===== src/design/brc_pkg.sv =====
package brc_pkg;

  // register byte offsets on the wishbone port
  localparam logic [7:0] OFS_IRQ_EN0 = 8'h00;
  localparam logic [7:0] OFS_IRQ_EN1 = 8'h04;
  localparam logic [7:0] OFS_IRQ_EN2 = 8'h08;
  localparam logic [7:0] OFS_IRQ_EN3 = 8'h0C;
  localparam logic [7:0] OFS_IRQ_STATUS = 8'h10;
  localparam logic [7:0] OFS_SOFT_IRQ_SET = 8'h14;
  localparam logic [7:0] OFS_IRQ_CLEAR = 8'h18;
  localparam logic [7:0] OFS_BUS_IRQ_LEVEL = 8'h1C;
  localparam logic [7:0] OFS_BUS_IRQ_VECTOR = 8'h20;
  localparam logic [7:0] OFS_GLOBAL_FIRST = 8'h24;
  localparam logic [7:0] OFS_GLOBAL_SECOND = 8'h28;
  localparam logic [7:0] OFS_BOARD_IDENT = 8'h2C;
  localparam logic [7:0] OFS_GP_BYTE0 = 8'h30;
  localparam logic [7:0] OFS_GP_BYTE4 = 8'h40;
  localparam logic [7:0] OFS_UTILITY_CTRL = 8'h44;
  localparam logic [7:0] OFS_GLOBAL_RESET_REQ = 8'h48;
  localparam logic [7:0] OFS_CPU_CTRL_STATUS = 8'h4C;
  localparam logic [7:0] OFS_ERROR = 8'h50;
  localparam logic [7:0] OFS_PROC_CONFIG = 8'h54;
  localparam logic [7:0] OFS_RESET_STATUS = 8'h58;

  // field positions
  localparam int BIT_BOARD_FAIL = 4;
  localparam int BIT_RESET_HOLD = 2;
  localparam int BIT_POWERED_UP = 14;
  localparam int BIT_DRIVE_SYSFAIL = 13;
  localparam int BIT_BUS_IRQ1_OUT = 12;
  localparam int BIT_ARB_TIMEOUT_EN = 5;
  localparam int BIT_WDOG_OUT_EN = 2;
  localparam int BIT_ABORT_IRQ = 31;
  localparam int BIT_AC_FAIL_IRQ = 30;
  localparam int BIT_SERIAL_TIMER_IRQ = 28;
  localparam int BIT_SYSFAIL_IRQ = 20;
  localparam int BIT_DI_IRQ = 17;

  // interrupt bits kept in flops here; soft irqs at 27..24 and 3..0
  localparam logic [31:0] SOFT_IRQ_MASK = 32'h0F00_000F;
  localparam logic [31:0] LATCH_IRQ_MASK = 32'hC012_0000 | SOFT_IRQ_MASK;
  // bits cleared by a reduced local reset (serial timer is a level)
  localparam logic [31:0] LOCAL_IRQ_CLEAR = 32'hD012_0000 | SOFT_IRQ_MASK;
  localparam logic [15:0] UTIL_LOCAL_CLEAR = 16'h3024;

  // reset values
  localparam logic [15:0] UTIL_POR_VALUE = 16'h061B;
  localparam logic [7:0] GLOBAL_FIRST_RESET = 8'hFF;
  localparam logic [7:0] GLOBAL_SECOND_NOT_CTRL = 8'h10;
  localparam logic [7:0] GLOBAL_SECOND_CTRL = 8'h50;
  localparam logic [7:0] GP_BYTE0_RESET = 8'hFF;
  localparam logic [7:0] BYTE_ZERO = 8'h00;
  localparam logic [31:0] WORD_ZERO = 32'h0000_0000;

  // timing
  localparam int CLK_PERIOD_NS = 20;
  localparam int GLB_RESET_MAX_NS = 32000;
  // longest time: round down
  localparam int GLB_RESET_CYCLES = GLB_RESET_MAX_NS / CLK_PERIOD_NS;

endpackage : brc_pkg


===== src/design/brc_sync.sv =====
`timescale 1ns/100ps
module brc_sync #(
  parameter int W = 1
) (
  // clock and reset
  input wire logic i_sys_clk,
  input wire logic i_rst,
  // levels
  input wire logic [W-1:0] i_async,
  output logic [W-1:0] o_sync
);
  logic [W-1:0] meta_r;
  logic [W-1:0] sync_r;

  // two-flop synchroniser; the first stage feeds only the second
  always_ff @(posedge i_sys_clk or posedge i_rst) begin
    if (i_rst) begin
      meta_r <= '0;
      sync_r <= '0;
    end else begin
      meta_r <= i_async;
      sync_r <= meta_r;
    end
  end

  assign o_sync = sync_r;
endmodule : brc_sync


===== src/design/brc_timer.sv =====
`timescale 1ns/100ps
module brc_timer (
  // clock and reset
  input wire logic i_sys_clk,
  input wire logic i_rst,
  // control
  input wire logic i_run,
  output logic o_done
);
  import brc_pkg::*;

  localparam logic [11:0] LAST = 12'(GLB_RESET_CYCLES - 1);

  logic [11:0] cnt_r;
  logic [11:0] cnt_nxt;

  // counts while running, restarts from zero whenever run drops
  always_comb begin
    cnt_nxt = 12'h000;
    if (i_run && cnt_r != LAST) begin
      cnt_nxt = cnt_r + 12'h001;
    end
  end

  always_ff @(posedge i_sys_clk or posedge i_rst) begin
    if (i_rst) begin
      cnt_r <= 12'h000;
    end else begin
      cnt_r <= cnt_nxt;
    end
  end

  assign o_done = i_run && (cnt_r == LAST);
endmodule : brc_timer


===== src/design/brc_board_reset_control.sv =====
// The implementer's own choices: the register addresses and register access over Wishbone.
`timescale 1ns/100ps
// Functional notes
// - local reset comes from watchdog expiry, the panel switch when not controller, or reset-hold.
// - every register cleared by local reset is also initialised by system reset.
// - any write to the global reset request register makes a system reset request pending.
// - a pending global reset request produces a system reset within 32 us.
// - any local reset source active while a request is pending cancels the request.
// - system-bus accesses while the board is in reset end with a bus error.
// - all resets clear the four interrupt enables and the bus irq level and vector.
// - local reset clears only selected irq sources; full resets clear every latched flag, but level sources still show in status.
// - local reset sets only board-fail; system reset loads 0x10, or 0x50 as controller; power-on loads 0x10.
// - local reset clears only utility bits 13, 12, 5 and 2.
// - power-on loads utility 0x061B; system reset keeps bit 14 and loads the rest.
// - full resets load 0xFF/zero into global first, ident, gp, cpu, error and config registers.
// - a build strap makes local reset load exactly the system reset values.
// - the serial chip resets on every reset, the counter chip only on full resets.
module brc_board_reset_control (
  // clock and reset
  input wire logic i_sys_clk,
  input wire logic i_rst,
  // wishbone slave
  input wire logic i_wb_cyc,
  input wire logic i_wb_stb,
  input wire logic i_wb_we,
  input wire logic [7:0] i_wb_adr,
  input wire logic [3:0] i_wb_sel,
  input wire logic [31:0] i_wb_dat,
  output logic [31:0] o_wb_dat,
  output logic o_wb_ack,
  output logic o_wb_err,
  // reset sources and straps
  input wire logic i_watchdog_expire,
  input wire logic i_panel_reset_sw,
  input wire logic i_system_controller_select,
  input wire logic i_full_local_reset,
  input wire logic i_ext_system_reset,
  // interrupt sources
  input wire logic i_abort_evt,
  input wire logic i_acfail_evt,
  input wire logic i_sysfail_evt,
  input wire logic i_di_evt,
  input wire logic [31:0] i_irq_level,
  // system-bus slave handshake
  input wire logic i_sb_req,
  output logic o_sb_ack,
  output logic o_sb_berr,
  // resets and state out
  output logic o_local_reset,
  output logic o_system_reset,
  output logic o_serial_chip_reset,
  output logic o_counter_chip_reset,
  output logic [3:0] o_cpu_irq,
  output logic [15:0] o_utility_ctrl
);
  import brc_pkg::*;

  // byte-lane write merge used by every writable register
  function automatic logic [31:0] merge(input logic [31:0] old, input logic [31:0] din,
                                        input logic [3:0] sel);
    logic [31:0] res;
    res = old;
    for (int b = 0; b < 4; b++) begin
      if (sel[b]) begin
        res[b*8 +: 8] = din[b*8 +: 8];
      end
    end
    return res;
  endfunction : merge

  ////////////////////////////////////////////////////////////////////////////
  // source synchronisation

  logic [6:0] raw_src;
  logic [6:0] syn_src;
  logic wdog_s, panel_s, system_controller_select_s, full_s, ext_s, abort_s, acfail_s;

  assign raw_src = {i_watchdog_expire, i_panel_reset_sw, i_system_controller_select,
                    i_full_local_reset, i_ext_system_reset, i_abort_evt, i_acfail_evt};
  assign {wdog_s, panel_s, system_controller_select_s, full_s, ext_s, abort_s, acfail_s} = syn_src;

  brc_sync #(.W(7)) u_sync (
    .i_sys_clk(i_sys_clk),
    .i_rst(i_rst),
    .i_async(raw_src),
    .o_sync(syn_src)
  );

  ////////////////////////////////////////////////////////////////////////////
  // registers

  logic [31:0] en_r [4];
  logic [31:0] en_nxt [4];
  logic [31:0] latch_r, latch_nxt;
  logic [7:0] blevel_r, blevel_nxt, bvector_r, bvector_nxt;
  logic [7:0] gfirst_r, gfirst_nxt, gsecond_r, gsecond_nxt, ident_r, ident_nxt;
  logic [7:0] gp_r [5];
  logic [7:0] gp_nxt [5];
  logic [15:0] util_r, util_nxt;
  logic [31:0] ccs_r, ccs_nxt, err_r, err_nxt, pcfg_r, pcfg_nxt;
  logic pend_r, pend_nxt, por_r, local_reset_r, local_reset_nxt, system_reset_r, system_reset_nxt;
  logic abort_d_r, acfail_d_r;
  logic ack_r, ack_nxt, berr_r, berr_nxt;
  logic [31:0] rdat_r, rdat_nxt;

  logic glb_fire, local_reset_src, system_reset_src, full_load, part_load, in_reset, wr, rd_hit;
  logic [31:0] status, wdat_irq;
  logic [7:0] gsecond_reset;

  // a request is answered once per strobe, one cycle later
  assign wr = i_wb_cyc && i_wb_stb && i_wb_we && !ack_r && !berr_r;
  assign status = latch_r | (i_irq_level & ~LATCH_IRQ_MASK);
  assign gsecond_reset = system_controller_select_s ? GLOBAL_SECOND_CTRL : GLOBAL_SECOND_NOT_CTRL;

  // local sources, a system reset also implies a local one
  assign local_reset_src = wdog_s || (panel_s && !system_controller_select_s) || gsecond_r[BIT_RESET_HOLD];
  assign system_reset_src = ext_s || glb_fire;
  // the strap turns a local reset into a full register load
  assign full_load = system_reset_r || por_r || (local_reset_r && full_s);
  assign part_load = local_reset_r && !full_load;
  assign in_reset = local_reset_r || system_reset_r || por_r;

  brc_timer u_glb_timer (
    .i_sys_clk(i_sys_clk),
    .i_rst(i_rst),
    .i_run(pend_r),
    .o_done(glb_fire)
  );

  // next-state for reset control and the register file
  always_comb begin
    en_nxt = en_r;
    latch_nxt = latch_r;
    blevel_nxt = blevel_r;
    bvector_nxt = bvector_r;
    gfirst_nxt = gfirst_r;
    gsecond_nxt = gsecond_r;
    ident_nxt = ident_r;
    gp_nxt = gp_r;
    util_nxt = util_r;
    ccs_nxt = ccs_r;
    err_nxt = err_r;
    pcfg_nxt = pcfg_r;
    wdat_irq = merge(WORD_ZERO, i_wb_dat, i_wb_sel);
    // registered resets give each one at least a full clock
    local_reset_nxt = local_reset_src || system_reset_src;
    system_reset_nxt = system_reset_src;
    pend_nxt = pend_r && !glb_fire;
    if (wr && i_wb_adr == OFS_GLOBAL_RESET_REQ) begin
      pend_nxt = 1'b1;
    end
    if (local_reset_src) begin
      pend_nxt = 1'b0;
    end
    // software writes
    if (wr) begin
      case (i_wb_adr)
        OFS_IRQ_EN0: en_nxt[0] = merge(en_r[0], i_wb_dat, i_wb_sel);
        OFS_IRQ_EN1: en_nxt[1] = merge(en_r[1], i_wb_dat, i_wb_sel);
        OFS_IRQ_EN2: en_nxt[2] = merge(en_r[2], i_wb_dat, i_wb_sel);
        OFS_IRQ_EN3: en_nxt[3] = merge(en_r[3], i_wb_dat, i_wb_sel);
        OFS_SOFT_IRQ_SET: latch_nxt = latch_r | (wdat_irq & SOFT_IRQ_MASK);
        OFS_IRQ_CLEAR: latch_nxt = latch_r & ~(wdat_irq & LATCH_IRQ_MASK);
        OFS_BUS_IRQ_LEVEL: blevel_nxt = 8'(merge({24'h0, blevel_r}, i_wb_dat, i_wb_sel));
        OFS_BUS_IRQ_VECTOR: bvector_nxt = 8'(merge({24'h0, bvector_r}, i_wb_dat, i_wb_sel));
        OFS_GLOBAL_FIRST: gfirst_nxt = 8'(merge({24'h0, gfirst_r}, i_wb_dat, i_wb_sel));
        OFS_GLOBAL_SECOND: gsecond_nxt = 8'(merge({24'h0, gsecond_r}, i_wb_dat, i_wb_sel));
        OFS_BOARD_IDENT: ident_nxt = 8'(merge({24'h0, ident_r}, i_wb_dat, i_wb_sel));
        OFS_UTILITY_CTRL: util_nxt = 16'(merge({16'h0, util_r}, i_wb_dat, i_wb_sel));
        OFS_CPU_CTRL_STATUS: ccs_nxt = merge(ccs_r, i_wb_dat, i_wb_sel);
        OFS_ERROR: err_nxt = merge(err_r, i_wb_dat, i_wb_sel);
        OFS_PROC_CONFIG: pcfg_nxt = merge(pcfg_r, i_wb_dat, i_wb_sel);
        default: begin
          for (int g = 0; g < 5; g++) begin
            if (i_wb_adr == OFS_GP_BYTE0 + 8'(4 * g)) begin
              gp_nxt[g] = 8'(merge({24'h0, gp_r[g]}, i_wb_dat, i_wb_sel));
            end
          end
        end
      endcase
    end
    // abort and ac-fail set their flag on an edge, sysfail and di while high; a set beats a same-cycle clear
    if (abort_s && !abort_d_r) begin
      latch_nxt[BIT_ABORT_IRQ] = 1'b1;
    end
    if (acfail_s && !acfail_d_r) begin
      latch_nxt[BIT_AC_FAIL_IRQ] = 1'b1;
    end
    if (i_sysfail_evt) begin
      latch_nxt[BIT_SYSFAIL_IRQ] = 1'b1;
    end
    if (i_di_evt) begin
      latch_nxt[BIT_DI_IRQ] = 1'b1;
    end
    // full loads override writes and events; a reduced load overrides only the registers it clears
    if (full_load || part_load) begin
      en_nxt = '{default: WORD_ZERO};
      blevel_nxt = BYTE_ZERO;
      bvector_nxt = BYTE_ZERO;
    end
    if (part_load) begin
      latch_nxt = latch_r & ~LOCAL_IRQ_CLEAR;
      // a write still lands, else the hold bit could never be dropped
      gsecond_nxt = gsecond_nxt | (8'h01 << BIT_BOARD_FAIL);
      util_nxt = util_r & ~UTIL_LOCAL_CLEAR;
    end
    if (full_load) begin
      latch_nxt = WORD_ZERO;
      gsecond_nxt = gsecond_reset;
      gfirst_nxt = GLOBAL_FIRST_RESET;
      ident_nxt = BYTE_ZERO;
      gp_nxt = '{default: BYTE_ZERO};
      gp_nxt[0] = GP_BYTE0_RESET;
      ccs_nxt = WORD_ZERO;
      err_nxt = WORD_ZERO;
      pcfg_nxt = WORD_ZERO;
      util_nxt = UTIL_POR_VALUE & ~(16'h0001 << BIT_POWERED_UP);
      if (!por_r) begin
        util_nxt[BIT_POWERED_UP] = util_r[BIT_POWERED_UP];
      end
    end
  end

  ////////////////////////////////////////////////////////////////////////////
  // wishbone answer: ack or err one cycle after the strobe

  always_comb begin
    rd_hit = 1'b1;
    rdat_nxt = WORD_ZERO;
    case (i_wb_adr)
      OFS_IRQ_EN0: rdat_nxt = en_r[0];
      OFS_IRQ_EN1: rdat_nxt = en_r[1];
      OFS_IRQ_EN2: rdat_nxt = en_r[2];
      OFS_IRQ_EN3: rdat_nxt = en_r[3];
      OFS_IRQ_STATUS: rdat_nxt = status;
      OFS_SOFT_IRQ_SET: rdat_nxt = WORD_ZERO;
      OFS_IRQ_CLEAR: rdat_nxt = WORD_ZERO;
      OFS_BUS_IRQ_LEVEL: rdat_nxt = {24'h0, blevel_r};
      OFS_BUS_IRQ_VECTOR: rdat_nxt = {24'h0, bvector_r};
      OFS_GLOBAL_FIRST: rdat_nxt = {24'h0, gfirst_r};
      OFS_GLOBAL_SECOND: rdat_nxt = {24'h0, gsecond_r};
      OFS_BOARD_IDENT: rdat_nxt = {24'h0, ident_r};
      OFS_UTILITY_CTRL: rdat_nxt = {16'h0, util_r};
      OFS_GLOBAL_RESET_REQ: rdat_nxt = WORD_ZERO;
      OFS_CPU_CTRL_STATUS: rdat_nxt = ccs_r;
      OFS_ERROR: rdat_nxt = err_r;
      OFS_PROC_CONFIG: rdat_nxt = pcfg_r;
      OFS_RESET_STATUS: rdat_nxt = {27'h0, system_controller_select_s, por_r, system_reset_r, local_reset_r, pend_r};
      default: begin
        rd_hit = 1'b0;
        for (int g = 0; g < 5; g++) begin
          if (i_wb_adr == OFS_GP_BYTE0 + 8'(4 * g)) begin
            rd_hit = 1'b1;
            rdat_nxt = {24'h0, gp_r[g]};
          end
        end
      end
    endcase
    ack_nxt = i_wb_cyc && i_wb_stb && !ack_r && !berr_r && rd_hit;
    berr_nxt = i_wb_cyc && i_wb_stb && !ack_r && !berr_r && !rd_hit;
    if (!(i_wb_cyc && i_wb_stb && !i_wb_we)) begin
      rdat_nxt = rdat_r; // hold data between reads
    end
  end

  ////////////////////////////////////////////////////////////////////////////
  // state registers

  // power-on holds the full load one cycle after release, before the strap has passed the synchroniser
  always_ff @(posedge i_sys_clk or posedge i_rst) begin
    if (i_rst) begin
      en_r <= '{default: WORD_ZERO};
      latch_r <= WORD_ZERO;
      blevel_r <= BYTE_ZERO;
      bvector_r <= BYTE_ZERO;
      gfirst_r <= GLOBAL_FIRST_RESET;
      gsecond_r <= GLOBAL_SECOND_NOT_CTRL;
      ident_r <= BYTE_ZERO;
      gp_r <= '{GP_BYTE0_RESET, BYTE_ZERO, BYTE_ZERO, BYTE_ZERO, BYTE_ZERO};
      util_r <= UTIL_POR_VALUE;
      ccs_r <= WORD_ZERO;
      err_r <= WORD_ZERO;
      pcfg_r <= WORD_ZERO;
      pend_r <= 1'b0;
      por_r <= 1'b1;
      local_reset_r <= 1'b0;
      system_reset_r <= 1'b0;
      abort_d_r <= 1'b0;
      acfail_d_r <= 1'b0;
      ack_r <= 1'b0;
      berr_r <= 1'b0;
      rdat_r <= WORD_ZERO;
    end else begin
      en_r <= en_nxt;
      latch_r <= latch_nxt;
      blevel_r <= blevel_nxt;
      bvector_r <= bvector_nxt;
      gfirst_r <= gfirst_nxt;
      gsecond_r <= gsecond_nxt;
      ident_r <= ident_nxt;
      gp_r <= gp_nxt;
      util_r <= util_nxt;
      ccs_r <= ccs_nxt;
      err_r <= err_nxt;
      pcfg_r <= pcfg_nxt;
      pend_r <= pend_nxt;
      por_r <= 1'b0;
      local_reset_r <= local_reset_nxt;
      system_reset_r <= system_reset_nxt;
      abort_d_r <= abort_s;
      acfail_d_r <= acfail_s;
      ack_r <= ack_nxt;
      berr_r <= berr_nxt;
      rdat_r <= rdat_nxt;
    end
  end

  ////////////////////////////////////////////////////////////////////////////
  // outputs

  assign o_wb_ack = ack_r;
  assign o_wb_err = berr_r;
  assign o_wb_dat = rdat_r;
  // system-bus answer is combinational; the data path sits elsewhere
  assign o_sb_berr = i_sb_req && in_reset;
  assign o_sb_ack = i_sb_req && !in_reset;
  assign o_local_reset = local_reset_r;
  assign o_system_reset = system_reset_r;
  assign o_serial_chip_reset = in_reset;
  assign o_counter_chip_reset = full_load;
  assign o_utility_ctrl = util_r;

  // per-processor request, enable gates the status
  always_comb begin
    for (int c = 0; c < 4; c++) begin
      o_cpu_irq[c] = |(status & en_r[c]);
    end
  end
endmodule : brc_board_reset_control


===== config.mk =====
export PLATFORM = sky130hd
export DESIGN_NAME = brc_board_reset_control
export DESIGN_NICKNAME = d
export VERILOG_FILES = /design/src/design/brc_pkg.sv /design/src/design/brc_sync.sv /design/src/design/brc_timer.sv /design/src/design/brc_board_reset_control.sv
export SDC_FILE = /design/constraint.sdc
export NUM_CORES = 1
export LEC_CHECK = 0
export BUFFER_PORTS_ARGS = -buffer_cell sky130_fd_sc_hd__buf_2
export CELL_PAD_IN_SITES_DETAIL_PLACEMENT = 1
export CELL_PAD_IN_SITES_GLOBAL_PLACEMENT = 2
export CORE_MARGIN = 2
export CORE_UTILIZATION = 39
export CTS_CLUSTER_SIZE = 25
export DETAILED_ROUTE_END_ITERATION = 7
export PLACE_DENSITY = 0.79
export SLEW_MARGIN = 10
export SYNTH_ARGS = -nofsm -noshare
export SYNTH_HDL_FRONTEND = slang
export SYNTH_HIERARCHICAL = 1
export SYNTH_SLANG_ARGS = --single-unit

===== constraint.sdc =====
create_clock -name i_sys_clk -period 13.1 [get_ports i_sys_clk]
set_input_delay 0.655 -clock i_sys_clk [delete_from_list [all_inputs] [get_ports i_sys_clk]]
set_output_delay 0.655 -clock i_sys_clk [all_outputs]
set_load 0.005 [all_outputs]

## Word level (Yosys, flattened, before mapping)

Index checks and enable logic that the tools add are counted.

| word-level totals | value |
|---|---|
| flip-flop bits (word level) | 418 |
| logic and storage cells | 312 |
| input bits | 91 |
| output and inout port bits | 60 |

| operators by class | value |
|---|---|
| multiplexer cells | 76 |
| equal/unequal tests | 27 |
| reduce and logical (&&, ||, !) cells | 138 |
| $add $sub $neg | 1 |
| bitwise logic cells | 8 |

Operator list:

| kind | count |
|---|---|
| 2-to-1 mux 32 bit | 20 |
| case mux 32 bit (16 select lines) | 1 |
| 2-to-1 mux 128 bit | 2 |
| 2-to-1 mux 8 bit | 27 |
| AND 32 bit | 5 |
| OR reduction 32 bit | 4 |
| 2-to-1 mux 40 bit | 3 |
| AND reduction 3 bit | 36 |
| == test 8 x 6 -> 1 bit (second input constant) | 8 |
| 2-to-1 mux 16 bit | 4 |
| case mux 32 bit (2 select lines) | 1 |
| == test 8 x 7 -> 1 bit (second input constant) | 7 |
| nonzero test 2 bit | 27 |
| == test 8 x 5 -> 1 bit (second input constant) | 4 |
| inverter 32 bit | 1 |
| OR 32 x 28 -> 32 bit | 1 |
| OR 32 x 30 -> 32 bit | 1 |
| AND reduction 4 bit | 7 |
| logical AND 1 bit | 20 |
| nonzero test 4 bit | 5 |
| nonzero test 5 bit | 4 |
| nonzero test 3 bit | 6 |
| OR reduction 18 bit | 1 |
| == test 8 x 4 -> 1 bit (second input constant) | 2 |
| 18 further kinds | 53 |

## Logic depth before layout (Yosys ltp)

Gate-level depths: netlist (run 1).

| depth | value |
|---|---|
| word-level depth | 9 |
| mapped depth | 9 |
| mapped depth without buffers | 5 |

## Cells and area by module

Netlist (run 1), hierarchy kept.

Modules (own cells, without submodules):

| module | area each (um2) | seq. area each (um2) | instances | cells an instance |
|---|---|---|---|---|
| brc_board_reset_control | 18,382.6 | 9,339.0 | 1 | 1,874 |
| brc_timer | 615.6 | 300.3 | 1 | 62 |
| brc_sync | 354.1 | 350.3 | 1 | 15 |

## Least setup slack after synthesis (run 1)

Ideal clock, no wire load.

| path | value |
|---|---|
| path type | in2reg |
| from | in i_wb_adr[5] |
| to | reg en_r[48] (netlist name) |
| cell stages on the path | 8 |
| data arrival time | 2.265 ns |
| path slack | 10.708 ns |
| required time | 12.973 ns |
| cell sequence | buf_2 -> or4_1 -> buf_4 -> nor2_8 -> buf_6 -> nand2_4 -> nand2_8 -> mux2_1 |

| between the ends | value |
|---|---|
| word-level cells in the longest chain between the ends | 3 |

Ends and longest elaborated chain:

| element | line | RTL |
|---|---|---|
| start: declaration | brc_board_reset_control.sv:26 | `input wire logic [7:0] i_wb_adr,` |
| == test 8 x 4 -> 1 bit | brc_board_reset_control.sv:157 | `case (i_wb_adr)` |
| nonzero test 2 bit (no source line) | -- |  |
| AND reduction 3 bit (no source line) | -- |  |
| end signal: assignment | brc_board_reset_control.sv:294 | `en_r <= en_nxt;` |
| end: declaration | brc_board_reset_control.sv:92 | `logic [31:0] en_r [4];` |

No other way between the ends.
A chain may end at the register's enable or synchronous reset.

## Worst setup path after layout (run 1)

| path | value |
|---|---|
| from | in i_wb_adr[6] |
| to | reg pcfg_r[26] |

| between the ends | value |
|---|---|
| word-level cells in the longest chain between the ends | 3 |

Ends and longest elaborated chain:

| element | line | RTL |
|---|---|---|
| == test 8 x 7 -> 1 bit | brc_board_reset_control.sv:157 |  |
| nonzero test 2 bit (no source line) | -- |  |
| AND reduction 3 bit (no source line) | -- |  |
| end signal: assignment | brc_board_reset_control.sv:305 | `pcfg_r <= pcfg_nxt;` |
| end: declaration | brc_board_reset_control.sv:100 | `logic [31:0] ccs_r, ccs_nxt, err_r, err_nxt, pcfg_r, pcfg_nxt;` |

No other way between the ends.

==> results.py, run 1 <==
metrics = {
    "clock_network": {
        "clockRootBuffer": "clkbuf_16",
        "clk_latency_ns": 0.59,
        "htreeDepth": 2,
        "ctsHoldBuffers": 0,
        "post_cts_buffers": 0,
        "cts_buffers": 46,
        "cts_tree": "built",
        "cts_num_sinks": 398,
        "clk_pin_slew_ns": 0.06,
        "clockBufferDepth": 3,
        "cts_resized": 0,
    },
    "timing": {
        "rsz0062_at_grt": "false",
        "post-route-period-util_pct": 29.52,
        "worstMarginPinSlew_ns": 1.215,
        "fmax_mhz": 258.6,
        "slew_headroom_pct": 18.98,
        "skew_ns": 0.02327,
        "fin_ws_ns": 9.233,
        "drv_slew": 0,
        "setup_violations": 0,
        "setup_tns_ns": 0,
        "min_period_ns": 3.867,
        "hold_slack_ns": 0.1525,
        "final_hold_viol_count": 0,
    },
    "power": {
        "total_power_mw": 2.857,
        "leakagePower_nw": 9.612,
        "powerDensity_mw_per_mm2": 128.8,
        "ir_worst_vdd_mv": 0.07825,
    },
    "synthesis": {
        "ys.flop_type": "dfrtp_1",
        "synth-simple-area-share_pct": 16.52,
        "synth_fp_nets": 2043,
        "synth_fa_ha_area_share_pct": 0.06465,
        "synth.distinct_cells": 90,
        "avgSynthCellArea_um2": 9.919,
        "synth_top_area_share_pct": 48.36,
        "synth_area_leader_cell": "dfrtp_1",
        "syn-instance-count": 1951,
        "ys_warn_count": 6,
        "synth.area.mux_share_pct": 7.791,
        "synth-seq-cells": 398,
        "synthXorXnorAreaFrac_pct": 0.3168,
        "seq_area_frac_synth_pct": 51.62,
        "synth_area_mm2": 0.01935,
        "async_flop_share_pct": 100.0,
        "synth_edf_count": 0,
        "synth_top_family_by_area": "compound AO/OA/AOI/OAI gates",
        "synth_compound_area_share_pct": 19.68,
        "netlist_top_cells_area": "dfrtp_1 (48%), nand2_1 (6.8%), o21ai_0 (5.4%), mux2_2 (3.9%), a22oi_1 (3.6%)",
    },
    "setup_path": {
        "worstSetupStartpointType": "primary input",
        "critical-path-top-delay-family": "simple AND/OR/NAND/NOR gates",
        "critPathMaxStageDelay_ns": 1.03,
        "path_class": "in -> reg",
        "path_cells": "buf_2 > buf_4 > nand4bb_1 > nor2_2 > buf_4 > a21oi_1 > nand2_1 > o21ai_0",
        "reg2reg_slack_ns": 9.72,
        "critPathMaxFanout": 47,
        "critPathRequiredTime_ns": 13.50,
        "cp.arrival_ns": 4.26,
        "critPathSlowestCell": "nor2_2",
        "cp_common_cell": "buf_4",
        "endpoint_kind": "register",
        "path_buf_inv": 3,
    },
    "worst_hold_path": {
        "min_path_type": "in -> async",
    },
    "place": {
        "routabilityCongestion": 0.9391,
        "place_hpwl_mm": 57.08,
        "dpl_worst_slack_ns": 8.920,
        "io_buffers": 138,
        "place_inst": 2663,
    },
    "global_route": {
        "grt_pass1_wl_mm": 122.1,
        "first_global_vias": 17730,
        "globalRouteOverflowTotal": 0,
        "grt_use_total_pct": 32.71,
        "antenna_found_initial": 2,
        "grt_max_degree": 181,
    },
    "routing": {
        "vias_per_cell": 6.222,
        "avgRoutedWirePerCell_um": 30.00,
        "wirelength_mm": 82.44,
        "drc": 9,
        "ant_nets": 0,
        "drt_iter0_drc": 1852,
        "num_vias": 17098,
        "drt-pass1-iter-count": 8,
    },
    "floorplanning": {
        "pin_count": 151,
        "rows": 81,
        "die_h_um": 226.8,
        "dieArea_mm2": 0.05142,
        "core_area_mm2": 0.04895,
        "initial_core_util_pct": 39.53,
        "die_w_um": 226.8,
    },
    "final_layout": {
        "fin_cells": 2748,
        "finalNetCount": 2139,
        "area.growth.synth_to_final_pct": 14.60,
        "drive_gt1_share_pct": 19.49,
    },
    "run_status": {
        "status": "complete, but fails checks",
        "violations": "design-rule violations",
    },
    "flow_run": {
        "max_cap_viol_count": 0,
    },
}
-- placed cells by master (no fill, tap or decap), types with 15 or more instances in the layout --
cell type,instances
dfrtp_1,374
nand2_1,351
o21ai_0,207
buf_2,138
a22oi_1,94
a21oi_1,78
nor2_1,71
mux2_2,67
mux2i_1,64
nand3_1,51
clkbuf_16,47
buf_4,40
and2_1,37
inv_1,33
a22o_1,33
o21ai_1,26
dfstp_2,24
nor3_1,21
a31oi_1,20
a222oi_1,18
nand4_1,18
a221oi_1,18
o22ai_1,15
-- worst paths after layout --
path                                            startpoint                        endpoint  depth (start not counted)
worst max-delay path                           i_wb_adr[6]          pcfg_r[26]$_DFFE_PP0P_                          8
worst min-delay path                                 i_rst  u_glb_timer/cnt_r[1]$_DFF_PP0_                          2
worst max register to register     o_local_reset$_DFF_PP0_         latch_r[17]$_DFFE_PP0P_                          7
worst min register to register  u_sync/meta_r[1]$_DFF_PP0_      u_sync/o_sync[1]$_DFF_PP0_                          0
max in group asynchronous                            i_rst           ccs_r[10]$_DFFE_PP0P_                          3
min in group i_sys_clk                         i_abort_evt      u_sync/meta_r[1]$_DFF_PP0_                          1
-- synthesized netlist by cell type (6+ instances only) --
master,number
dfrtp_1,374
nand2_1,351
o21ai_0,207
a22oi_1,94
a21oi_1,81
nor2_1,73
buf_2,68
mux2_2,67
mux2i_1,64
nand3_1,51
clkbuf_1,48
and2_1,37
inv_1,34
a22o_1,33
o21ai_1,26
dfstp_2,24
nor3_1,21
a31oi_1,20
a221oi_1,18
a222oi_1,18
nand4_1,18
o22ai_1,15
and3_1,13
or4_1,9
mux2_1,8
nand2b_1,8
a211oi_1,7
a21oi_2,7
buf_4,7
nor4_1,7
nand3b_1,6
o2bb2ai_1,6
-- metal layers --
metal  part of all wire (%)  track usage (%)
met1                     42            43.95
met2                     46            51.27
met3                    7.4            5.468
met4                    4.9            15.98
met5                      0                0
-- cell type report --
cell class                      instances  area [um2]
Antenna cell                            1       2.502
Clock buffer                           68        1365
Clock inverter                         16       191.4
Fill cell                            5501       26770
Inverter                               35       138.9
Multi-Input combinational cell       1387        8648
Sequential cell                       398        9990
Tap cell                              664       830.8
Timing Repair Buffer                  179        1011
-- stage by stage --
step / cell area (um2) / util, %
5_1_grt: 22180 / 45.31
4_1_cts: 22160 / 45.28
3_3_place_gp: 20610 / 42.10
2_1_floorplan: 19350 / -
6_report: 22180 / 45.31
3_5_place_dp: 20610 / 42.10
-- registers in the layout, indices dropped and copies added, names as in the netlist, 7 cells and up --
| register | cells |
|---|---|
| err_r | 32 |
| pcfg_r | 32 |
| o_utility_ctrl | 16 |
| gfirst_r | 8 |
| blevel_r | 8 |
| en_r | 128 |
| u_sync/meta_r | 7 |
| o_wb_dat | 32 |
| ident_r | 8 |
| gp_r | 40 |
| ccs_r | 32 |
| bvector_r | 8 |
| u_glb_timer/cnt_r | 12 |
| gsecond_r | 8 |
| u_sync/o_sync | 7 |
| latch_r | 12 |
-- worst register-to-register path, delay by kind of cell (launching register included) --
kind / cells / cell delay (ns)
compound gates: 4 / 0.97
simple gates: 1 / 0.83
buf+inv: 2 / 0.87
flops: 1 / 0.63
-- power breakdown --
group	total [mW]	internal, mW	switching [mW]	leakage, nW
sequential	1.29	1.26	0.0302	5.34
combinational	0.223	0.0609	0.162	3.50
clock	1.34	0.799	0.541	0.763
-- cell families (layout without fill, tap and decap cells) --
logic type      after synthesis  count (layout)
simple gates                650             650
compound gates              588             588
flops                       398             398
buf+inv                     166             298
mux                         140             140
xor+xnor                      7               7
fa+ha+maj                     1               1
other cells                   1               2
Power figures use the tool's default switching activity.
==> run 2, diff against run 1 <==
CORE_UTILIZATION = 35   (was 39)
PLACE_DENSITY = 0.75   (was 0.79)
clock period = 3.25 ns   (was 13.1 ns; I/O delays follow)
==> results.py, run 2 (synthesis results as in run 1) <==
metrics = {
    "clock_network": {
        "clk_pin_slew_ns": 0.06,
        "clockBufferDepth": 3,
        "cts_tree": "built",
        "clockRootBuffer": "clkbuf_16",
        "clk_latency_ns": 0.60,
        "htreeDepth": 2,
        "cts_buffers": 48,
        "post_cts_buffers": 0,
        "cts_num_sinks": 398,
    },
    "place": {
        "io_buffers": 138,
        "routabilityCongestion": 0.9270,
        "place_hpwl_mm": 61.16,
        "dpl_worst_slack_ns": 0.4502,
        "place_inst": 2738,
    },
    "floorplanning": {
        "die_w_um": 239.1,
        "core_area_mm2": 0.05488,
        "rows": 86,
        "initial_core_util_pct": 35.26,
        "pin_count": 151,
        "die_h_um": 239.1,
        "dieArea_mm2": 0.05719,
    },
    "routing": {
        "drt_iter0_drc": 1578,
        "drt-pass1-iter-count": 5,
        "vias_per_cell": 5.997,
        "num_vias": 17223,
        "drc": 0,
        "ant_nets": 0,
        "avgRoutedWirePerCell_um": 29.64,
        "wirelength_mm": 85.12,
    },
    "timing": {
        "skew_ns": 0.03052,
        "rsz0062_at_grt": "false",
        "final_hold_viol_count": 0,
        "post-route-period-util_pct": 91.83,
        "worstMarginPinSlew_ns": 1.205,
        "min_period_ns": 2.985,
        "setup_violations": 0,
        "slew_headroom_pct": 19.67,
        "fmax_mhz": 335.1,
        "drv_slew": 0,
        "fin_ws_ns": 0.2655,
    },
    "worst_hold_path": {
        "whs_endpoint": "gfirst_r[4]$_DFFE_PP1P_",
        "min_path_type": "in -> reg",
        "holdPathStages": 3,
        "holdCritStartpoint": "i_wb_dat[4]",
    },
    "global_route": {
        "use_met1_pct": 40.36,
        "met2_usage_pct": 48.39,
        "first_global_vias": 18043,
        "grt_use_met3_pct": 4.573,
        "grt_use_total_pct": 30.00,
        "globalRouteOverflowTotal": 0,
        "grt_pass1_wl_mm": 125.2,
        "antenna_found_initial": 4,
        "busiest_layer": "met2",
        "grt_max_degree": 106,
    },
    "setup_path": {
        "critPathRequiredTime_ns": 3.09,
        "endpoint_kind": "output pin",
        "reg2reg_from": "o_wb_ack$_DFF_PP0_",
        "worstSetupStartpointType": "register",
        "path_class": "reg -> out",
        "critPathMaxFanout": 3,
        "reg2reg_slack_ns": 0.54,
        "cp-startpoint": "en_r[86]$_DFFE_PP0P_",
        "r2r_cells": 4,
        "cp.arrival_ns": 2.82,
        "r2r-end": "err_r[30]$_DFFE_PP0P_",
    },
    "final_layout": {
        "top_register": "en_r",
        "top_regs": "en_r: 128 flops, gp_r: 40 flops",
        "fin_cells": 2872,
        "area.growth.synth_to_final_pct": 19.23,
        "utilization_pct": 42.05,
        "finalNetCount": 2218,
        "fillers": 6188,
        "final_cell_mix": "dfrtp_1 (374), nand2_1 (351), o21ai_0 (207)",
        "drive_gt1_share_pct": 20.31,
        "final_common_cell": "dfrtp_1",
        "largest_reg_flops": 128,
    },
    "power": {
        "powerDensity_mw_per_mm2": 514.2,
        "ir_worst_vdd_mv": 0.4421,
        "leakagePower_nw": 10.03,
    },
    "flow_run": {
        "max_cap_viol_count": 0,
    },
    "run_status": {
        "status": "finished clean",
    },
}
==> run 2: cell types whose count changed in the layout (fill, tap and decap cells not counted), moves of 5 or more <==
cell,change
buf_4,+29
buf_12,+7
dlygate4sd3_1,+41
clkbuf_1,+5
==> run 2: where the power goes <==
group	internal, mW	total, mW	switching [mW]
Clock	3.43	5.67	2.24
Sequential	5.10	5.23	0.130
Combinational	0.301	0.970	0.669
==> run 2: area by class of cell <==
cell class              instances  area (um2)  area share [%]
diodes                          2       5.005         0.02169
clock buffers                  75        1434           6.214
clock inverters                15       211.5          0.9164
inverters                      35       135.1          0.5857
multi-input cells            1387        8638           37.44
flip-flops and latches        398        9990           43.29
well taps                     704       880.8           3.818
repair buffers                256        1779           7.711
==> run 2: repair_timing <==
item | 4_1_cts | 5_1_grt
gates resized for setup | 0 | 0
hold buffers | 41 | 0
hold endpoints to repair | 202 | 0
==> run 2: per-stage QoR <==
step	power, mW	hold WS, ns	area [um2]	TNS (ns)
2_1_floorplan	5.725	0.02720	19360	-669.32
5_1_grt	12.21	0.02678	23070	0
4_1_cts	11.93	0.0001966	23060	0
6_report	11.86	0.01696	23070	0
3_5_place_dp	6.237	0.2559	21000	0
3_3_place_gp	6.218	0.2447	21000	0
==> run 2: critical path: stages, from the launching register on <==
cell      delay (ns)
dfrtp_1         0.40
a22o_1          0.24
a221oi_1        0.53
nand3_1         0.23
or4_1           0.65
buf_2           0.18
==> run 2: how the worst max path moves through the flow <==
stage	end	cells after the start
4_1_cts	o_cpu_irq[1]	5
5_1_grt	o_cpu_irq[1]	5
3_3_place_gp	pcfg_r[14]$_DFFE_PP0P_	7
2_1_floorplan	abort_d_r$_DFF_PP0_	1
3_5_place_dp	pcfg_r[10]$_DFFE_PP0P_	7
6_report	o_cpu_irq[1]	5
==> run 2: metal layers <==
metal	share of wire, %	vias up
met5	0.012	-
met4	4.2	2
met3	6.2	193
met2	46	659
met1	43	8919
li1	-	7450
==> run 3, diff against run 2 <==
ABC_AREA = 1   (was unset)
CELL_PAD_IN_SITES_GLOBAL_PLACEMENT = 1   (was 2)
CORE_UTILIZATION = 41   (was 35)
PLACE_DENSITY = 0.76   (was 0.75)
==> results.py, run 3 <==
metrics = {
    "floorplanning": {
        "die_h_um": 221.8,
        "initial_core_util_pct": 41.70,
        "die_w_um": 221.8,
        "pin_count": 151,
        "rows": 79,
        "core_area_mm2": 0.04665,
        "dieArea_mm2": 0.04921,
    },
    "timing": {
        "setup_tns_ns": 0,
        "fmax_mhz": 353.2,
        "rsz0062_at_grt": "false",
        "slew_headroom_pct": 26.67,
        "post-route-period-util_pct": 87.12,
        "fin_ws_ns": 0.4185,
        "final_hold_viol_count": 0,
        "hold_slack_ns": 0.05193,
        "min_period_ns": 2.831,
        "worstMarginPinSlew_ns": 1.098,
        "drv_slew": 0,
        "skew_ns": 0.01723,
        "setup_violations": 0,
    },
    "setup_path": {
        "critPathRequiredTime_ns": 3.72,
        "cp_common_cell": "nand2_1",
        "path_cells": "nor2_4 > nand2_2 > inv_2 > buf_4 > nand2_1 > nand2_1 > nand3_1 > o21ai_0 > a21oi_1 > dlygate4sd3_1",
        "path_class": "reg -> reg",
        "worstSetupStartpointType": "register",
        "critical-path-top-delay-family": "buffers and inverters",
        "critPathSlowestCell": "dlygate4sd3_1",
        "endpoint_kind": "register",
        "critPathMaxStageDelay_ns": 0.56,
        "critPathMaxFanout": 13,
        "cp.arrival_ns": 3.30,
        "path_buf_inv": 3,
    },
    "power": {
        "seq_power_share_pct": 45.6,
        "p_sw_mw": 2.844,
        "swShare_pct": 24.87,
        "powerDensity_mw_per_mm2": 499.9,
        "internal_power_mw": 8.590,
        "ir_worst_vdd_mv": 0.3269,
        "leakagePower_nw": 10.93,
        "share_comb_of_total_power_pct": 7.5,
        "clkPwrFrac_pct": 46.9,
    },
    "final_layout": {
        "top_register": "en_r",
        "fillers": 5752,
        "finalNetCount": 2749,
        "drive_gt1_share_pct": 13.74,
        "area.growth.synth_to_final_pct": 17.56,
        "fin_cells": 3299,
        "antennaDiodeCount": 0,
        "final_common_cell": "nand2_1",
        "final_cell_mix": "nand2_1 (730), dfrtp_1 (374), o21ai_0 (285)",
        "top_regs": "en_r: 128 flops, gp_r: 40 flops",
        "largest_reg_flops": 128,
        "final_cell_area_mm2": 0.02287,
    },
    "synthesis": {
        "synth_edf_count": 0,
        "async_flop_share_pct": 100.0,
        "ys_warn_count": 6,
        "synth-seq-cells": 398,
        "netlist_top_cells_area": "dfrtp_1 (48%), nand2_1 (14%), o21ai_0 (7.3%), nand3_1 (4.9%), inv_1 (4.5%)",
        "yosysMostFrequentCell": "nand2_1",
        "seq_area_frac_synth_pct": 51.34,
        "synth.distinct_cells": 48,
        "synth_area_mm2": 0.01946,
        "syn-instance-count": 2480,
        "synth_fp_nets": 2572,
        "ys.flop_type": "dfrtp_1",
        "avgSynthCellArea_um2": 7.845,
        "synth_top_area_share_pct": 48.10,
        "synth_area_leader_cell": "dfrtp_1",
        "synth_common_cells": "nand2_1 (730), dfrtp_1 (374), o21ai_0 (285)",
    },
    "clock_network": {
        "cts_tree": "built",
        "clockBufferDepth": 3,
        "cts_buffers": 46,
        "post_cts_buffers": 0,
        "clk_pin_slew_ns": 0.06,
        "cts_resized": 0,
        "htreeDepth": 2,
        "clk_latency_ns": 0.58,
        "cts_num_sinks": 398,
        "clockRootBuffer": "clkbuf_16",
    },
    "flow_run": {
        "max_cap_viol_count": 0,
    },
    "routing": {
        "ant_nets": 0,
        "drt-pass1-iter-count": 5,
        "vias_per_cell": 5.585,
        "wirelength_mm": 72.09,
        "drt_iter0_drc": 1466,
        "num_vias": 18425,
        "drc": 0,
        "avgRoutedWirePerCell_um": 21.85,
    },
    "place": {
        "routabilityCongestion": 0.8942,
        "place_area_mm2": 0.02087,
        "io_buffers": 138,
        "place_hpwl_mm": 50.72,
        "dpl_worst_slack_ns": 0.6890,
        "place_inst": 3172,
    },
    "global_route": {
        "first_global_vias": 19380,
        "globalRouteOverflowTotal": 0,
        "grt_max_degree": 66,
        "antenna_found_initial": 1,
        "grt_pass1_wl_mm": 112.9,
        "grt_use_total_pct": 29.52,
    },
    "worst_hold_path": {
        "min_path_type": "in -> reg",
    },
    "run_status": {
        "status": "finished clean",
    },
}
==> run 3: changes by cell type in the layout (fill, tap and decap cells not counted), sizes merged, moves of 18 or more <==
cell	change
buf	-27
a22oi	-94
mux2	-63
nand3	+139
mux2i	-64
nand2	+388
a222oi	-18
and2	-37
nor2	+170
o21ai	+95
o22ai	+38
a22o	-33
a21oi	-24
inv	+202
==> run 3: cell families after synthesis <==
kind of cell,count (synthesis),share of synthesized area (%)
muxes,12,0.6945
and+or+nand+nor,1226,26.46
xor gates and xnor gates,6,0.2701
DFF,398,51.34
AOI/OAI and AO/OA,492,13.88
buffers and inverters,344,7.260
adders and majority gates,1,0.06430
other,1,0.01927
==> run 3: layout make-up <==
type	count	area (um2)	area share, %
Inverter	241	908.4	3.972
Clock buffer	75	1434	6.269
Timing Repair Buffer	232	1582	6.915
Clock inverter	8	115.1	0.5033
Sequential cell	398	9990	43.68
Multi-Input combinational cell	1738	8084	35.34
Tap cell	607	759.5	3.321
==> run 3: power groups by stage <==
stage	logic, mW	registers (mW)	clock network (mW)
finish	0.857	5.22	5.36
floorplan	0.450	5.28	0
CTS	0.856	5.22	5.44
detailed placement	0.811	5.30	0
global placement	0.787	5.29	0
global route	0.942	5.23	5.63
==> run 3: worst reg2reg max path: cells and delay by family, from the launching register on <==
family	cells	cell delay, ns
DFF	1	0.43
buffers and inverters	3	1.21
AOI/OAI and AO/OA	2	0.30
and+or+nand+nor	5	0.77
==> run 3: timing repair <==
| item | 4_1_cts | 5_1_grt |
|---|---|---|
| hold endpoints to repair | 192 | 0 |
| endpoints found under the setup margin | 0 | 0 |
| hold buffers | 44 | 0 |
==> run 3: path summary, 6_finish.rpt <==
| path | from | end | slack [ns] | depth (start not counted) |
|---|---|---|---|---|
| setup / recovery | o_system_reset$_DFF_PP0_ | latch_r[17]$_DFFE_PP0P_ | 0.42 | 10 |
| hold / removal | i_wb_dat[3] | latch_r[3]$_DFFE_PP0P_ | 0.05 | 5 |
| setup reg to reg | o_system_reset$_DFF_PP0_ | latch_r[17]$_DFFE_PP0P_ | 0.42 | 10 |
| hold reg to reg | u_sync/meta_r[6]$_DFF_PP0_ | u_sync/o_sync[6]$_DFF_PP0_ | 0.35 | 0 |
| max in group asynchronous | i_rst | gp_r[23]$_DFFE_PP0P_ | 1.85 | 5 |
| min in group asynchronous | i_rst | u_glb_timer/cnt_r[7]$_DFF_PP0_ | 0.20 | 3 |
==> run 3: stage by stage <==
stage	total power [mW]	util (%)
final	11.43	49.02
after global routing	11.81	49.02
after CTS	11.51	49.00
after detailed placement	6.113	44.73
after global placement	6.079	44.73
after floorplan	5.728	-
==> run 3: metal layers <==
layer  GRT usage (%)  routed length [um]
met5               0                   7
met4           12.05                2829
met3           3.737                3881
met2           48.96               34280
met1           39.28               31100
